[src/logic/ddrd_regs.svh]
/*
 * Register selects, channel codes, control functions, field positions and
 * reset values of the dual DAC register decoder.
 * Assumes it is included by bare name from the modules and the bench; the package does not include it.
 */
`ifndef DDRD_REGS_SVH
`define DDRD_REGS_SVH

`define DDRD_WORD_BITS      24
`define DDRD_WORD_CNT_LAST  5'h17

// Command word fields
`define DDRD_RW_BIT         23
`define DDRD_ZERO_BIT       22
`define DDRD_REGSEL_MSB     21
`define DDRD_REGSEL_LSB     19
`define DDRD_CHSEL_MSB      18
`define DDRD_CHSEL_LSB      16

// Register selects
`define DDRD_SEL_CODE       3'h0
`define DDRD_SEL_RANGE      3'h1
`define DDRD_SEL_POWER      3'h2
`define DDRD_SEL_CONTROL    3'h3

// Channel selects
`define DDRD_CH_A           3'h0
`define DDRD_CH_B           3'h2
`define DDRD_CH_BOTH        3'h4
`define DDRD_CH_POWER       3'h0

// Control functions
`define DDRD_FN_NOP         3'h0
`define DDRD_FN_CONFIG      3'h1
`define DDRD_FN_CLEAR       3'h4
`define DDRD_FN_LOAD        3'h5

// Control configuration bits
`define DDRD_CFG_SDO_DIS    0
`define DDRD_CFG_CLR_SEL    1
`define DDRD_CFG_CLAMP_EN   2
`define DDRD_CFG_TSD_EN     3

// Power and fault bits (channel B sits two bits above channel A)
`define DDRD_PWR_PU_A       0
`define DDRD_PWR_REF        4
`define DDRD_PWR_THERMAL    5
`define DDRD_PWR_OC_A       7

// Range codes
`define DDRD_RANGE_FIRST_BIPOLAR 3'h3

// Reset values
`define DDRD_CODE_RESET     16'h0000
`define DDRD_RANGE_RESET    3'h0
`define DDRD_CLAMP_RESET    1'b1
`define DDRD_TSD_RESET      1'b0
`define DDRD_SDO_DIS_RESET  1'b0
`define DDRD_CLR_SEL_RESET  1'b0
`define DDRD_PU_RESET       1'b0

// Clear codes for offset-binary coding
`define DDRD_CODE_MID       16'h8000
`define DDRD_CODE_LOW       16'h0000

`endif

[src/logic/ddrd_pkg.sv]
/*
 * Types shared by the dual DAC register decoder modules.
 * Assumes nothing beyond the constants header.
 */
package ddrd_pkg;
  typedef logic [15:0] ddrd_code_t;
  typedef logic [2:0]  ddrd_range_t;
  typedef logic [23:0] ddrd_word_t;
  typedef enum logic [1:0] {DDRD_IDLE, DDRD_SHIFT, DDRD_DONE} ddrd_shift_state_e;
endpackage

[src/logic/ddrd_word_if.sv]
/*
 * Carries each received command word from the serial receiver to the decoder.
 * Assumes both ends run on the decoder's system clock.
 */
interface ddrd_word_if;
  import ddrd_pkg::*;
  ddrd_word_t word;
  logic       valid;
  logic       sdo_bit;
  modport receiver (output word, output valid, output sdo_bit);
  modport decoder  (input word, input valid, input sdo_bit);
endinterface
[src/logic/ddrd_serial_rx.sv]
/*
 * Serial receiver: frames 24-bit words on the link pins, sampled by MCLK_IN.
 * Assumes the link clock is at most a quarter of the system clock rate.
 */
`include "ddrd_regs.svh"
module ddrd_serial_rx (
  input  wire logic      clk_in,
  input  wire logic      rst_in,
  input  wire logic      sclk_in,
  input  wire logic      frame_n_in,
  input  wire logic      sdin_in,
  ddrd_word_if.receiver  wbus
);
  import ddrd_pkg::*;

  logic [1:0]        sclk_sync_reg;
  logic [1:0]        frame_sync_reg;
  logic [1:0]        sdin_sync_reg;
  logic              sclk_prev_reg;
  logic [4:0]        cnt_reg;
  ddrd_word_t        shift_reg;
  ddrd_shift_state_e state_reg;
  logic              valid_reg;
  logic              fall;

  // All pins pass two flip-flops; data and clock share the same delay
  always_ff @(posedge clk_in or posedge rst_in) begin
    if (rst_in) begin
      sclk_sync_reg  <= 2'h0;
      frame_sync_reg <= 2'h3;
      sdin_sync_reg  <= 2'h0;
      sclk_prev_reg  <= 1'b0;
    end else begin
      sclk_sync_reg  <= {sclk_sync_reg[0], sclk_in};
      frame_sync_reg <= {frame_sync_reg[0], frame_n_in};
      sdin_sync_reg  <= {sdin_sync_reg[0], sdin_in};
      sclk_prev_reg  <= sclk_sync_reg[1];
    end
  end

  assign fall = sclk_prev_reg & ~sclk_sync_reg[1];

  // Bits taken MSB first on falling link clock edges
  always_ff @(posedge clk_in or posedge rst_in) begin
    if (rst_in) begin
      state_reg <= DDRD_IDLE;
      cnt_reg   <= 5'h00;
      shift_reg <= 24'h000000;
      valid_reg <= 1'b0;
    end else begin
      valid_reg <= 1'b0;
      case (state_reg)
        DDRD_IDLE: begin
          cnt_reg <= 5'h00;
          if (!frame_sync_reg[1]) begin
            state_reg <= DDRD_SHIFT;
          end
        end
        DDRD_SHIFT: begin
          // A frame that ends early is dropped without effect
          if (frame_sync_reg[1]) begin
            state_reg <= DDRD_IDLE;
          end else if (fall) begin
            shift_reg <= {shift_reg[22:0], sdin_sync_reg[1]};
            cnt_reg   <= cnt_reg + 5'h01;
            if (cnt_reg == `DDRD_WORD_CNT_LAST) begin
              valid_reg <= 1'b1;
              state_reg <= DDRD_DONE;
            end
          end
        end
        default: begin
          // Extra edges after the 24th are ignored until the frame closes
          if (frame_sync_reg[1]) begin
            state_reg <= DDRD_IDLE;
          end
        end
      endcase
    end
  end

  assign wbus.word    = shift_reg;
  assign wbus.valid   = valid_reg;
  assign wbus.sdo_bit = shift_reg[`DDRD_WORD_BITS-1];
endmodule

[src/logic/ddrd_top.sv]
/*
 * Dual DAC register decoder: serial command words steer per-channel codes,
 * ranges, control settings and the power and fault register.
 * Assumes fault inputs come from asynchronous analog monitors.
 */
// What this block does
// - Register select 000 writes data to the addressed channel code register(s).
// - Code data is left-justified; unused low bits of narrower variants are ignored.
// - Register select 001 stores range bits 2..0 for the channel, ignores the rest.
// - Range codes 000..101 mean +5, +10, +10.8, +-5, +-10, +-10.8 volts.
// - Register select 011 uses the channel field as a control function code.
// - Function 000 is a no-operation changing no state.
// - Function 100 loads the clear code into all channels and updates outputs.
// - Function 101 moves pending input codes to the outputs.
// - Function 001 stores thermal enable, clamp enable, clear select, output disable.
// - Output disable bit set turns off the serial data output; clear by default.
// - Clamp enabled (default) keeps an overcurrent channel powered, limited at 20 mA.
// - Clamp disabled powers down a channel that detects overcurrent.
// - Thermal shutdown enable bit turns automatic thermal shutdown on; off by default.
// - Clear select 0 gives 0 V; 1 gives midscale unipolar, negative full scale bipolar.
// - Register select 010 with channel 000 reaches the power and fault register.
// - Power layout: OC B bit9, OC A bit7, bit6 zero, thermal 5, ref 4, PU B 2, PU A 0.
// - Channel code 000 is A, 010 is B, 100 is both.
// - Power-up bits enable channels, default off; host waits 10 us; trip clears them.
// - Thermal flag is read-only; overtemperature sets it and powers down both channels.
// - Overcurrent flag is set during the fault; in clamp mode it clears when gone.
`include "ddrd_regs.svh"
module ddrd_top #(
  parameter int RESOLUTION = 16
) (
  input  wire logic               MCLK_IN,
  input  wire logic               RST_IN,
  input  wire logic               SCLK_IN,
  input  wire logic               FRAME_N_IN,
  input  wire logic               SDIN_IN,
  input  wire logic               OVERCURRENT_A_IN,
  input  wire logic               OVERCURRENT_B_IN,
  input  wire logic               OVERTEMP_IN,
  output logic                    SDO_OUT,
  output logic                    SDO_OE_OUT,
  output ddrd_pkg::ddrd_code_t    CODE_A_OUT,
  output ddrd_pkg::ddrd_code_t    CODE_B_OUT,
  output ddrd_pkg::ddrd_range_t   RANGE_A_OUT,
  output ddrd_pkg::ddrd_range_t   RANGE_B_OUT,
  output logic                    POWER_A_OUT,
  output logic                    POWER_B_OUT,
  output logic                    REF_POWER_OUT,
  output logic                    CURRENT_LIMIT_A_OUT,
  output logic                    CURRENT_LIMIT_B_OUT,
  output logic                    THERMAL_SHUTDOWN_ENABLE_OUT,
  output logic [15:0]             POWER_STATUS_OUT
);
  import ddrd_pkg::*;

  localparam ddrd_code_t CODE_MASK = ddrd_code_t'(16'hFFFF << (16 - RESOLUTION));

  ddrd_word_if wbus ();

  ddrd_serial_rx u_rx (
    .clk_in     (MCLK_IN),
    .rst_in     (RST_IN),
    .sclk_in    (SCLK_IN),
    .frame_n_in (FRAME_N_IN),
    .sdin_in    (SDIN_IN),
    .wbus       (wbus.receiver)
  );

  logic [1:0]  oc_meta_reg;
  logic [1:0]  oc_sync_reg;
  logic        ot_meta_reg;
  logic        ot_sync_reg;
  logic        sdo_dis_reg;
  logic        clr_sel_reg;
  logic        clamp_en_reg;
  logic        tsd_en_reg;
  logic        ref_pu_reg;
  logic        thermal_reg;
  logic        sdo_reg;
  logic        sdo_oe_reg;
  logic [15:0] status_reg;
  logic [15:0] status_next;
  ddrd_code_t  pending_reg [2];
  ddrd_code_t  code_reg    [2];
  ddrd_range_t range_reg   [2];
  logic [1:0]  pu_reg;
  logic [1:0]  ocf_reg;
  logic [1:0]  limit_reg;

  logic [2:0]  regsel;
  logic [2:0]  chsel;
  logic [15:0] data;
  logic        wr_ok;
  logic        wr_code;
  logic        wr_range;
  logic        wr_power;
  logic        wr_config;
  logic        cmd_clear;
  logic        cmd_load;
  logic        thermal_trip;
  logic [1:0]  ch_hit;

  // Fault monitors are asynchronous to MCLK_IN
  always_ff @(posedge MCLK_IN or posedge RST_IN) begin
    if (RST_IN) begin
      oc_meta_reg <= 2'h0;
      oc_sync_reg <= 2'h0;
      ot_meta_reg <= 1'b0;
      ot_sync_reg <= 1'b0;
    end else begin
      oc_meta_reg <= {OVERCURRENT_B_IN, OVERCURRENT_A_IN};
      oc_sync_reg <= oc_meta_reg;
      ot_meta_reg <= OVERTEMP_IN;
      ot_sync_reg <= ot_meta_reg;
    end
  end

  assign regsel = wbus.word[`DDRD_REGSEL_MSB:`DDRD_REGSEL_LSB];
  assign chsel  = wbus.word[`DDRD_CHSEL_MSB:`DDRD_CHSEL_LSB];
  assign data   = wbus.word[15:0];
  // Read requests carry no write; readback framing is not handled here
  assign wr_ok  = wbus.valid & ~wbus.word[`DDRD_RW_BIT];

  // Register and function decode
  always_comb begin
    wr_code   = 1'b0;
    wr_range  = 1'b0;
    wr_power  = 1'b0;
    wr_config = 1'b0;
    cmd_clear = 1'b0;
    cmd_load  = 1'b0;
    if (!wr_ok) begin
      wr_code = 1'b0;
    end else if (regsel == `DDRD_SEL_CODE) begin
      wr_code = 1'b1;
    end else if (regsel == `DDRD_SEL_RANGE) begin
      wr_range = 1'b1;
    end else if (regsel == `DDRD_SEL_POWER) begin
      wr_power = (chsel == `DDRD_CH_POWER);
    end else if (regsel == `DDRD_SEL_CONTROL) begin
      // Channel field picks the function; NOP and unknown codes do nothing
      wr_config = (chsel == `DDRD_FN_CONFIG);
      cmd_clear = (chsel == `DDRD_FN_CLEAR);
      cmd_load  = (chsel == `DDRD_FN_LOAD);
    end
  end

  // Channel decode; undefined channel codes hit nothing
  assign ch_hit[0] = (chsel == `DDRD_CH_A) | (chsel == `DDRD_CH_BOTH);
  assign ch_hit[1] = (chsel == `DDRD_CH_B) | (chsel == `DDRD_CH_BOTH);

  assign thermal_trip = tsd_en_reg & ot_sync_reg;

  // Control configuration bits; data bits 15..4 are dropped
  always_ff @(posedge MCLK_IN or posedge RST_IN) begin
    if (RST_IN) begin
      sdo_dis_reg  <= `DDRD_SDO_DIS_RESET;
      clr_sel_reg  <= `DDRD_CLR_SEL_RESET;
      clamp_en_reg <= `DDRD_CLAMP_RESET;
      tsd_en_reg   <= `DDRD_TSD_RESET;
    end else if (wr_config) begin
      sdo_dis_reg  <= data[`DDRD_CFG_SDO_DIS];
      clr_sel_reg  <= data[`DDRD_CFG_CLR_SEL];
      clamp_en_reg <= data[`DDRD_CFG_CLAMP_EN];
      tsd_en_reg   <= data[`DDRD_CFG_TSD_EN];
    end
  end

  // Reference power bit
  always_ff @(posedge MCLK_IN or posedge RST_IN) begin
    if (RST_IN) begin
      ref_pu_reg <= `DDRD_PU_RESET;
    end else if (wr_power) begin
      ref_pu_reg <= data[`DDRD_PWR_REF];
    end
  end

  // Flag follows the shutdown condition; host writes cannot touch it
  always_ff @(posedge MCLK_IN or posedge RST_IN) begin
    if (RST_IN) begin
      thermal_reg <= 1'b0;
    end else begin
      thermal_reg <= thermal_trip;
    end
  end

  genvar ch;
  generate
    for (ch = 0; ch < 2; ch++) begin : g_ch
      logic       bipolar;
      ddrd_code_t clr_code;

      assign bipolar  = (range_reg[ch] >= `DDRD_RANGE_FIRST_BIPOLAR);
      // Offset binary: mid code is 0 V bipolar, low code is negative full scale
      assign clr_code = (bipolar ^ clr_sel_reg) ? `DDRD_CODE_MID & CODE_MASK : `DDRD_CODE_LOW;

      always_ff @(posedge MCLK_IN or posedge RST_IN) begin
        if (RST_IN) begin
          pending_reg[ch] <= `DDRD_CODE_RESET;
        end else if (cmd_clear) begin
          pending_reg[ch] <= clr_code;
        end else if (wr_code && ch_hit[ch]) begin
          pending_reg[ch] <= data & CODE_MASK;
        end
      end

      always_ff @(posedge MCLK_IN or posedge RST_IN) begin
        if (RST_IN) begin
          code_reg[ch] <= `DDRD_CODE_RESET;
        end else if (cmd_clear) begin
          code_reg[ch] <= clr_code;
        end else if (cmd_load) begin
          code_reg[ch] <= pending_reg[ch];
        end
      end

      always_ff @(posedge MCLK_IN or posedge RST_IN) begin
        if (RST_IN) begin
          range_reg[ch] <= `DDRD_RANGE_RESET;
        end else if (wr_range && ch_hit[ch]) begin
          range_reg[ch] <= data[2:0];
        end
      end

      // A trip beats a host power-up in the same cycle: the fault is real
      always_ff @(posedge MCLK_IN or posedge RST_IN) begin
        if (RST_IN) begin
          pu_reg[ch] <= `DDRD_PU_RESET;
        end else if (thermal_trip) begin
          pu_reg[ch] <= 1'b0;
        end else if (!clamp_en_reg && oc_sync_reg[ch]) begin
          pu_reg[ch] <= 1'b0;
        end else if (wr_power) begin
          pu_reg[ch] <= data[`DDRD_PWR_PU_A + 2 * ch];
        end
      end

      // Without clamp the flag holds after power-down until the host re-powers
      always_ff @(posedge MCLK_IN or posedge RST_IN) begin
        if (RST_IN) begin
          ocf_reg[ch] <= 1'b0;
        end else if (oc_sync_reg[ch]) begin
          ocf_reg[ch] <= 1'b1;
        end else if (clamp_en_reg) begin
          ocf_reg[ch] <= 1'b0;
        end else if (wr_power && data[`DDRD_PWR_PU_A + 2 * ch]) begin
          ocf_reg[ch] <= 1'b0;
        end
      end

      // Limit needs power: a powered-down channel cannot source current
      always_ff @(posedge MCLK_IN or posedge RST_IN) begin
        if (RST_IN) begin
          limit_reg[ch] <= 1'b0;
        end else begin
          limit_reg[ch] <= clamp_en_reg & oc_sync_reg[ch] & pu_reg[ch];
        end
      end
    end
  endgenerate

  // Power and fault image; bit 6 and unused bits read zero
  always_comb begin
    status_next                          = 16'h0000;
    status_next[`DDRD_PWR_PU_A]          = pu_reg[0];
    status_next[`DDRD_PWR_PU_A + 2]      = pu_reg[1];
    status_next[`DDRD_PWR_REF]           = ref_pu_reg;
    status_next[`DDRD_PWR_THERMAL]       = thermal_reg;
    status_next[`DDRD_PWR_OC_A]          = ocf_reg[0];
    status_next[`DDRD_PWR_OC_A + 2]      = ocf_reg[1];
  end

  // Status image is registered so the port comes straight from a flop
  always_ff @(posedge MCLK_IN or posedge RST_IN) begin
    if (RST_IN) begin
      status_reg <= 16'h0000;
    end else begin
      status_reg <= status_next;
    end
  end

  // Serial output echoes the receive shifter; disable lowers its enable
  always_ff @(posedge MCLK_IN or posedge RST_IN) begin
    if (RST_IN) begin
      sdo_reg    <= 1'b0;
      sdo_oe_reg <= 1'b0;
    end else begin
      sdo_reg    <= wbus.sdo_bit;
      sdo_oe_reg <= ~sdo_dis_reg;
    end
  end

  assign SDO_OUT                     = sdo_reg;
  assign SDO_OE_OUT                  = sdo_oe_reg;
  assign CODE_A_OUT                  = code_reg[0];
  assign CODE_B_OUT                  = code_reg[1];
  assign RANGE_A_OUT                 = range_reg[0];
  assign RANGE_B_OUT                 = range_reg[1];
  assign POWER_A_OUT                 = pu_reg[0];
  assign POWER_B_OUT                 = pu_reg[1];
  assign REF_POWER_OUT               = ref_pu_reg;
  assign CURRENT_LIMIT_A_OUT         = limit_reg[0];
  assign CURRENT_LIMIT_B_OUT         = limit_reg[1];
  assign THERMAL_SHUTDOWN_ENABLE_OUT = tsd_en_reg;
  assign POWER_STATUS_OUT            = status_reg;
endmodule

[config.mk]
export PLATFORM = sky130hd
export DESIGN_NAME = ddrd_top
export DESIGN_NICKNAME = d
export VERILOG_FILES = /design/src/logic/ddrd_pkg.sv /design/src/logic/ddrd_word_if.sv /design/src/logic/ddrd_serial_rx.sv /design/src/logic/ddrd_top.sv
export VERILOG_INCLUDE_DIRS = /design/src /design/src/logic
export SDC_FILE = /design/constraint.sdc
export NUM_CORES = 1
export LEC_CHECK = 0
export ABC_AREA = 1
export BUFFER_PORTS_ARGS = -buffer_cell sky130_fd_sc_hd__buf_2
export CAP_MARGIN = 20
export CORE_ASPECT_RATIO = 0.7
export CORE_MARGIN = 2
export CORE_UTILIZATION = 40
export DETAILED_ROUTE_END_ITERATION = 10
export PLACE_DENSITY = 0.6
export SLEW_MARGIN = 20
export SYNTH_ARGS = -nofsm -noshare
export SYNTH_HDL_FRONTEND = slang
export SYNTH_SLANG_ARGS = --single-unit
[constraint.sdc]
create_clock -name MCLK_IN -period 5 [get_ports MCLK_IN]
set_clock_uncertainty 0.05 [all_clocks]
set_input_delay 1.5 -clock MCLK_IN [delete_from_list [all_inputs] [get_ports MCLK_IN]]
set_output_delay 1.5 -clock MCLK_IN [all_outputs]
set_load 0.05 [all_outputs]
After elaboration in Yosys (flattened, before gate mapping)
Cells that the tools add are included.
- add/subtract/negate cells: 1
- $lt $le $gt $ge: 2
- equality and inequality tests: 14
- mux-type cells: 59
- bitwise gates (word level): 15
- reduce and logical (&&, ||, !) cells: 24
- operator list (cell ; number):
    2-to-1 mux 16 bit ; 10
    2-to-1 mux 1 bit ; 40
    nonzero test 3 bit ; 5
    2-to-1 mux 2 bit ; 5
    2-to-1 mux 5 bit ; 2
    case mux 5 bit (2 select lines) ; 1
    equality test 3 x 2 -> 1 bit (second input constant) ; 3
    logical AND 1 bit ; 8
    nonzero test 2 bit ; 4
    AND 1 bit ; 7
    equality test 3 x 1 -> 1 bit (second input constant) ; 2
    equality test 3 bit (second input constant) ; 2
    >= comparator 3 x 2 -> 1 bit (second input constant) ; 2
    logical NOT 3 bit ; 2
    inequality test 3 x 1 -> 1 bit (second input constant) ; 2
    AND reduction 3 bit ; 2
    adder 5 x 1 -> 5 bit (second input constant) ; 1
    equality test 5 bit (second input constant) ; 1
    inequality test 2 bit (second input constant) ; 2
    NOT 1 bit ; 4
    case mux 2 bit (2 select lines) ; 1
    AND reduction 4 bit ; 1
    equality test 2 x 1 -> 1 bit (second input constant) ; 1
    logical NOT 2 bit ; 1
    other kinds (4) ; 6
- register bits: 135
- bits of input ports: 8
- output and inout bits: 62
- word-level logic and storage cells: 148

Logic depth before layout (Yosys ltp)
Gate-level depths: netlist of run 1.
- depth in word-level cells: 9
- mapped depth: 9
- gate-level depth less buffers: 8

Cells and area by module
From an unflattened synthesis of run 1, not the netlist that was laid out.
- cell total of the unflattened synthesis: 569
- area total of the unflattened synthesis: 5464.0 um^2
- modules (own cells, without submodules) (module ; times used ; cells each ; area an instance (um^2) ; sequential area each (um^2)):
    ddrd_top ; 1 ; 412 ; 3837.4 ; 2403.6
    ddrd_serial_rx ; 1 ; 157 ; 1626.6 ; 978.4

Least setup slack after synthesis of run 1
No wires, ideal clock.
- kind: flip-flop to output port
- start point: register pu_reg[0] (netlist: POWER_A_OUT)
- end point: output POWER_A_OUT
- arrival time: 627 ps
- data required time: 3450 ps
- path slack: 2823 ps
- cell stages (with the launch flop): 1
- buffers on the path: 0
- cells stage by stage: dfrtp_1
- RTL lines (what ; RTL line ; RTL):
    from (decl) ; ddrd_top.sv:85 ; logic [1:0] pu_reg;
    from (signal, indexed assignment) ; ddrd_top.sv:227 ; pu_reg[ch] <= `DDRD_PU_RESET;
    from (signal, indexed assignment) ; ddrd_top.sv:233 ; pu_reg[ch] <= data[`DDRD_PWR_PU_A + 2 * ch];
    to (decl) ; ddrd_top.sv:45 ; output logic POWER_A_OUT,
No word-level cell between the ends.

Final worst setup path of run 1
- start point: register pu_reg[0] (netlist: POWER_A_OUT)
- end point: output POWER_A_OUT
No word-level cell between the ends.

==> reports/results.ini, run 1 <==
[worst_setup_path]
slowest_delay_ns = 0.40
end_kind = output port
worst-path-buf-inv = 1
r2r_cells = 6
crit_family = flip-flops
slowest_stage = dfrtp_1
crit_end = POWER_A_OUT
crit_chain = buf_2
worst_ep_required_time_ns = 3.45
crit_start = POWER_A_OUT
reg2reg_from = u_rx.wbus.word[17]
crit_fanout = 4
worstReg2RegEnd = pending_reg[16]
crit_arrival_ns = 1.09
path_class = flop to output port
r2r_slack_ns = 2.85
startpoint_type = flop
crit_cells = 1

[sta]
rsz0062_at_grt = false
relSlewSlack = 0.513
finalMaxSlewViolations = 0
fin_ws_ns = 2.36
fmax_mhz = 379
setup_tns_ns = 0
tightest_slew_ns = 0.731
whs_ns = 0.296
min_period_ns = 2.64
hold_violations = 0
setup_viol = 0
fin_crit_sh = 0.528

[route]
wl_per_cell_um = 13.2
dr.pass1.iters = 5
via_per_inst = 4.73
wirelength_um = 10700
via_count = 3853
postRouteAntennaNets = 0
drt_iter0_drc = 246
post-route-drc-count = 0

[layout]
multi_input_area_sq_mm = 0.00169
fill_cells = 1216
n_antenna_cell = 0
final_common_cell = nand2_1
drive_gt1_frac = 0.176
final_cell_mix = nand2_1, dfrtp_1, nand3_1, buf_2, inv_1
syn2layout_area_growth_pct = 20.2
fin_cells = 815
stdcell_area_sq_mm = 0.00646
largest_reg_flops = 32
nets = 645
register_area_sq_mm = 0.00338

[yosys]
yosys_warnings = 0
ys_types = 27
seq_area_frac_synth = 0.629
synth_area_sq_mm = 0.00537
yosys.area.top_type = dfrtp_1
synthTopCellsByArea = dfrtp_1, nand2_1, nand3_1
netlist_instances = 574
synth_top_area_frac = 0.615
ys_ff_latch = 135
synth_area_per_cell_sq_um = 9.36

[floorplan]
core_area_sq_mm = 0.0131
num_io_pins = 70
start_util = 0.409
dieArea_sq_mm = 0.0144
die_w_um = 143
fp.dieH_um = 101
rows = 35

[clock_network]
tritoncts = done
path_clk_slew_ns = 0.06
root_buffer = clkbuf_16
ctsLongestPathBuffers = 2
clock_latency_ns = 0.41
cts_hold_buf = 0
clock-sinks = 135
numCtsBuffers = 17
post-cts-setup-buffers = 0
post_cts_resized = 0
htreeDepth = 4

[power_and_ir_drop]
powerDensity_mw_per_mm2 = 435
p_int_mw = 2.16
p_leak_nw = 3.47
vdd_ir_drop_max_v = 0.000267
clkPwrFrac = 0.505
p_comb_frac = 0.061
p_switching_uw = 651
p_sw_frac = 0.232
p_seq_frac = 0.435

[placed_design]
pre_cts_ws_ns = 2.68
gp_congestion = 0.789
dp.cells = 783
placed_area_sq_mm = 0.00578
dpl.hpwl_um = 6950
io_buffers = 59

[run_status]
status = complete, no violations

[global_routing]
grt_max_degree = 136
grt_antenna_before_repair = 0
grt_pass1_wl_um = 18300
grt_pass1_vias = 3728
grt_overflow_total = 0
grt_usage = 0.164

[min_path]
hold_class = flop to flop

[job]
cap_violations = 0

[power by group through the flow]
| stage | Clock (mW) | Sequential (mW) | Combinational, mW |
|---|---|---|---|
| final | 1.42 | 1.22 | 0.171 |
| after global routing | 1.51 | 1.23 | 0.197 |
| after CTS | 1.45 | 1.22 | 0.173 |
| after detailed placement | 0 | 1.24 | 0.172 |
| after global placement | 0 | 1.24 | 0.168 |
| after floorplan | 0 | 1.22 | 0.138 |
[stage by stage]
step | utilization | power [mW]
final | 0.492 | 2.81
after global routing | 0.492 | 2.93
after CTS | 0.492 | 2.84
after detailed placement | 0.440 | 1.41
after global placement | 0.440 | 1.40
after floorplan | - | 1.36
[synth_stat cells (all sizes together)]
| cell type | number |
|---|---|
| o21ai | 43 |
| nand3b | 2 |
| conb | 1 |
| clkbuf | 4 |
| nand3 | 75 |
| inv | 41 |
| nand4 | 3 |
| a21oi | 12 |
| o21bai | 1 |
| buf | 25 |
| ha | 1 |
| dfrtp | 132 |
| dfstp | 3 |
| nor3 | 1 |
| nor2 | 32 |
| nand2 | 198 |
[layer usage]
metal,global-route usage,part of all wire
met4,0.0586,0.0039
met2,0.241,0.45
met1,0.233,0.50
met5,0,0
met3,0.0447,0.046
[worst min path at each step]
stage	slack, ns	startpoint	end	cells after the start
after global placement	0.28	oc_meta_reg[0]	oc_sync_reg[0]	0
after global routing	0.31	ot_meta_reg	ot_sync_reg	0
after detailed placement	0.28	thermal_reg	POWER_STATUS_OUT[5]	0
final	0.30	thermal_reg	POWER_STATUS_OUT[5]	0
after floorplan	0.28	thermal_reg	POWER_STATUS_OUT[5]	0
after CTS	0.30	ot_meta_reg	ot_sync_reg	0
[cells by family after synthesis]
family	after synthesis	share of synthesized area
AOI/OAI and AO/OA	56	0.0526
adders and majority gates	1	0.00233
DFF	135	0.629
and+or+nand+nor	311	0.252
other	1	0.000698
buffers and inverters	70	0.0626
[area by class of cell]
type                    instances  area share
clock buffers                  20      0.0707
clock inverters                12      0.0343
inverters                      41      0.0244
multi-input cells             378       0.262
flip-flops and latches        135       0.524
well taps                     166      0.0322
repair buffers                 63      0.0523
(Power assumes the default switching activity.)
==> run 2, diff against run 1 <==
Settings changed: PLACE_DENSITY 0.6 to 0.58.
Clock period 5 ns to 2.5 ns, I/O delays scaled along.
==> reports/results.ini, run 2 (synthesis gave the netlist of run 1 again) <==
[route]
post-route-drc-count = 0  ; unchanged
postRouteAntennaNets = 0  ; unchanged
via_per_inst = 4.90  ; +3.7%
wl_per_cell_um = 14.1  ; +6.9%
dr.pass1.iters = 5  ; unchanged
drt_iter0_drc = 384  ; +56%
wirelength_um = 11500  ; +7.3%
via_count = 4010  ; +4.1%

[sta]
min_period_ns = 1.91
relSlewSlack = 0.572  ; +0.0599
finalMaxSlewViolations = 0  ; unchanged
setup_viol = 0  ; unchanged
hold_violations = 0  ; unchanged
tightest_slew_ns = 0.640  ; -0.0914 ns
fmax_mhz = 522
fin_crit_sh = 0.766
setup_tns_ns = 0  ; unchanged
whs_ns = 0.298  ; +0.00129 ns
rsz0062_at_grt = false

[worst_setup_path]
startpoint_type = flop
worstReg2RegEnd = CODE_B_OUT[10]
end_kind = output port
crit_chain = buf_2
slowest_delay_ns = 0.41  ; about the same
r2r_cells = 5  ; -1
path_class = flop to output port
slowest_stage = dfrtp_1
worst_ep_required_time_ns = 1.70  ; -1.75 ns
worst-path-buf-inv = 1  ; unchanged
reg2reg_from = u_rx.wbus.word[23]
crit_family = flip-flops
crit_fanout = 4  ; unchanged
crit_arrival_ns = 1.11  ; +0.02 ns
r2r_slack_ns = 0.71  ; -2.14 ns

[power_and_ir_drop]
p_comb_frac = 0.063  ; +0.002
powerDensity_mw_per_mm2 = 873  ; +100%
clkPwrFrac = 0.506  ; about the same
p_leak_nw = 3.50  ; +0.87%
p_switching_mw = 1.34  ; +110%
p_sw_frac = 0.236  ; +0.00377
p_int_mw = 4.35  ; +100%
p_seq_frac = 0.431  ; -0.004
vdd_ir_drop_max_v = 0.000527  ; +97%

[placed_design]
dpl.hpwl_um = 7640  ; +10%
io_buffers = 59  ; unchanged
gp_congestion = 0.837  ; +6.0%

[clock_network]
ctsLongestPathBuffers = 2  ; unchanged
root_buffer = clkbuf_16
htreeDepth = 4  ; unchanged
numCtsBuffers = 17  ; unchanged
post_cts_resized = 0  ; unchanged
clock_latency_ns = 0.41  ; about the same
cts_hold_buf = 0  ; unchanged
clock-sinks = 135  ; unchanged
post-cts-setup-buffers = 0  ; unchanged
path_clk_slew_ns = 0.06  ; about the same
tritoncts = done

[floorplan]
start_util = 0.409  ; unchanged
rows = 35  ; unchanged
dieArea_sq_mm = 0.0144  ; unchanged
fp.dieH_um = 101  ; unchanged
die_w_um = 143  ; unchanged
core_area_sq_mm = 0.0131  ; unchanged
num_io_pins = 70  ; unchanged

[layout]
final_cell_mix = nand2_1, dfrtp_1, nand3_1, buf_2, inv_1
final_common_cell = nand2_1
n_antenna_cell = 0  ; unchanged
largest_reg_flops = 32  ; unchanged
drive_gt1_frac = 0.179  ; +0.00379
fill_cells = 1222  ; +0.49%
syn2layout_area_growth_pct = 21.2
nets = 648  ; +0.47%

[global_routing]
grt_usage = 0.176  ; +0.0129
grt_antenna_before_repair = 0  ; unchanged
grt_max_degree = 58  ; -57%
grt_pass1_wl_um = 19800  ; +7.7%
grt_pass1_vias = 4028  ; +8.0%
grt_overflow_total = 0  ; unchanged

[min_path]
hold_class = flop to flop
min_from = thermal_reg
whs_path_depth = 0  ; unchanged
whs_endpoint = POWER_STATUS_OUT[5]

[job]
cap_violations = 0  ; unchanged

[run_status]
status = complete, no violations

## run 2: cell types whose count changed in the layout (fill, tap and decap cells not counted), sizes merged
cell / before / now
buf: 63 / 66
clkinvlp: 4 / 3
clkbuf: 20 / 21
## run 2: power by group through the flow
stage,logic (mW),registers (mW),clock network [mW]
2_1_floorplan,0.275,2.45,0
3_3_place_gp,0.348,2.48,0
3_5_place_dp,0.358,2.49,0
4_1_cts,0.364,2.45,2.94
5_1_grt,0.415,2.47,3.03
6_report,0.359,2.45,2.88
## run 2: final cells by class
class / count / area [sq um] / share of cell area
Clock buffer: 21 / 470 / 0.0722
Clock inverter: 11 / 218 / 0.0334
Inverter: 41 / 158 / 0.0242
Multi-Input combinational cell: 378 / 1690 / 0.260
Sequential cell: 135 / 3380 / 0.519
Tap cell: 166 / 208 / 0.0319
Timing Repair Buffer: 66 / 385 / 0.0592
## run 2: stage by stage
step	total power, mW	std cells	area, sq um	setup WS, ns	util
after CTS	5.75	818	6520	0.566	0.496
final	5.69	818	6520	0.586	0.496
after floorplan	2.72	583	5410	0.0233	-
after detailed placement	2.84	786	5830	0.685	0.444
after global routing	5.91	818	6520	0.544	0.496
after global placement	2.83	786	5830	0.830	0.444
## run 2: worst max-delay path by stage
stage	from	cells past startpoint	slack, ns	endpoint
floorplan	RST_IN	1	0.02	CODE_A_OUT[0]
global placement	u_rx.wbus.word[23]	5	0.83	CODE_B_OUT[10]
detailed placement	u_rx.wbus.word[23]	5	0.68	CODE_B_OUT[10]
CTS	POWER_A_OUT	1	0.57	POWER_A_OUT
global route	POWER_A_OUT	1	0.54	POWER_A_OUT
finish	POWER_A_OUT	1	0.59	POWER_A_OUT
## run 2: layer usage
layer / routed length [um] / GRT usage
met5: 0 / 0
met4: 57 / 0.0541
met3: 550 / 0.0485
met2: 5140 / 0.265
met1: 5770 / 0.251
==> run 3, diff against run 2 <==
Clock period 2.5 ns to 1.8 ns, I/O delays scaled along.
==> reports/results.ini, run 3 (synthesis gave the netlist of run 1 again) <==
[placed_design]
gp_congestion = 0.828  ; -1.0%
dpl.hpwl_um = 7490  ; -2.0%
io_buffers = 59  ; unchanged
pre_cts_ws_ns = 0.130  ; -0.555 ns

[sta]
hold_violations = 0  ; unchanged
setup_viol = 0  ; unchanged
whs_ns = 0.184  ; -0.113 ns
fmax_mhz = 590
finalMaxSlewViolations = 0  ; unchanged
fin_crit_sh = 0.942
setup_tns_ns = 0  ; unchanged
fin_ws_ns = 0.104  ; -0.482 ns
rsz0062_at_grt = false
min_period_ns = 1.70

[worst_setup_path]
reg2reg_from = u_rx.wbus.word[17]
startpoint_type = flop
r2r_cells = 6  ; +1
slowest_stage = dfrtp_1
crit_family = flip-flops
crit_fanout = 4  ; unchanged
slowest_delay_ns = 0.41  ; about the same
worstReg2RegEnd = pending_reg[23]
crit_arrival_ns = 1.11  ; about the same
worst-path-buf-inv = 1  ; unchanged
r2r_slack_ns = 0.19  ; -0.52 ns
end_kind = output port
worst_ep_required_time_ns = 1.21  ; -0.49 ns
path_class = flop to output port
crit_chain = buf_2

[route]
via_count = 3907  ; -2.6%
dr.pass1.iters = 5  ; unchanged
wirelength_um = 11100  ; -3.9%
wl_per_cell_um = 13.4  ; -4.5%
via_per_inst = 4.75  ; -3.2%
wl_met3_um = 498  ; -9.5%
postRouteAntennaNets = 0  ; unchanged
dr_wl_met2_um = 4950  ; -3.7%
post-route-drc-count = 0  ; unchanged
highest_layer = met4
drt_iter0_drc = 291  ; -24%
wl_met1_um = 5510  ; -4.5%

[min_path]
whs_endpoint = oc_meta_reg[0]
hold_class = primary input to flop
min_from = OVERCURRENT_A_IN
whs_path_depth = 1  ; +1

[clock_network]
root_buffer = clkbuf_16
clock-sinks = 135  ; unchanged
htreeDepth = 4  ; unchanged
clock_latency_ns = 0.41  ; about the same
ctsLongestPathBuffers = 2  ; unchanged
numCtsBuffers = 17  ; unchanged
post_cts_resized = 0  ; unchanged
path_clk_slew_ns = 0.06  ; about the same
tritoncts = done

[floorplan]
fp.dieH_um = 101  ; unchanged
start_util = 0.409  ; unchanged
num_io_pins = 70  ; unchanged
core_area_sq_mm = 0.0131  ; unchanged
rows = 35  ; unchanged
die_w_um = 143  ; unchanged
dieArea_sq_mm = 0.0144  ; unchanged

[layout]
n_antenna_cell = 0  ; unchanged
final_cell_mix = nand2_1, dfrtp_1, nand3_1, buf_2, inv_1
nets = 653  ; +0.77%
largest_reg_flops = 32  ; unchanged
drive_gt1_frac = 0.175  ; -0.00441
postLayoutCoreUtil = 0.489  ; -0.00714
syn2layout_area_growth_pct = 19.5
final_common_cell = nand2_1

[run_status]
status = complete, no violations

[global_routing]
grt_usage = 0.168  ; -0.00849
grt_pass1_vias = 3777  ; -6.2%
grt_antenna_before_repair = 0  ; unchanged
grt_max_degree = 65  ; +12%
grt_overflow_total = 0  ; unchanged
grt_pass1_wl_um = 18700  ; -5.3%

[power_and_ir_drop]
vdd_ir_drop_max_v = 0.000712  ; +35%
powerDensity_mw_per_mm2 = 1090  ; +25%
p_leak_nw = 3.46  ; -1.2%

[job]
cap_violations = 0  ; unchanged

run 3: worst max-delay path by stage:
stage                                 end  slack (ns)          startpoint  cells after the start
after CTS                     POWER_A_OUT        0.08         POWER_A_OUT                      1
final                         POWER_A_OUT        0.10         POWER_A_OUT                      1
after detailed placement   pending_reg[7]        0.13  u_rx.wbus.word[23]                      8
after floorplan             CODE_A_OUT[0]       -0.47              RST_IN                      1
after global placement     pending_reg[8]        0.17  u_rx.wbus.word[23]                      8
after global routing      pending_reg[31]        0.02  u_rx.wbus.word[18]                      7
run 3: timing repair:
action,4_1_cts,5_1_grt
hold buffers,1,0
hold endpoints to repair,1,0
endpoints found under the setup margin,0,2
setup buffers,0,2
run 3: layer usage:
layer,GRT usage,up-vias
met5,0,-
met4,0.0617,0
met3,0.0399,7
met2,0.242,79
met1,0.247,1861
li1,-,1960
run 3: layout make-up:
class | instances | area (sq um)
repair buffers | 71 | 450
clock buffers | 28 | 507
well taps | 166 | 208
inverters | 41 | 158
fillers | 1270 | 6720
clock inverters | 4 | 22.5
flip-flops and latches | 135 | 3380
multi-input cells | 378 | 1690
run 3: stage by stage:
step / power (mW) / cell area [sq um] / instances
finish: 6.99 / 6420 / 823
global route: 7.29 / 6420 / 823
CTS: 7.06 / 6390 / 821
detailed placement: 3.94 / 5850 / 788
global placement: 3.92 / 5850 / 788
floorplan: 3.78 / 5410 / 583
run 3: report_power, final:
part	leakage, nW	internal (mW)	switching (mW)
Clock	0.258	1.90	1.21
Combinational	1.42	0.130	0.362
Sequential	1.78	3.20	0.195
Total	3.46	5.23	1.76
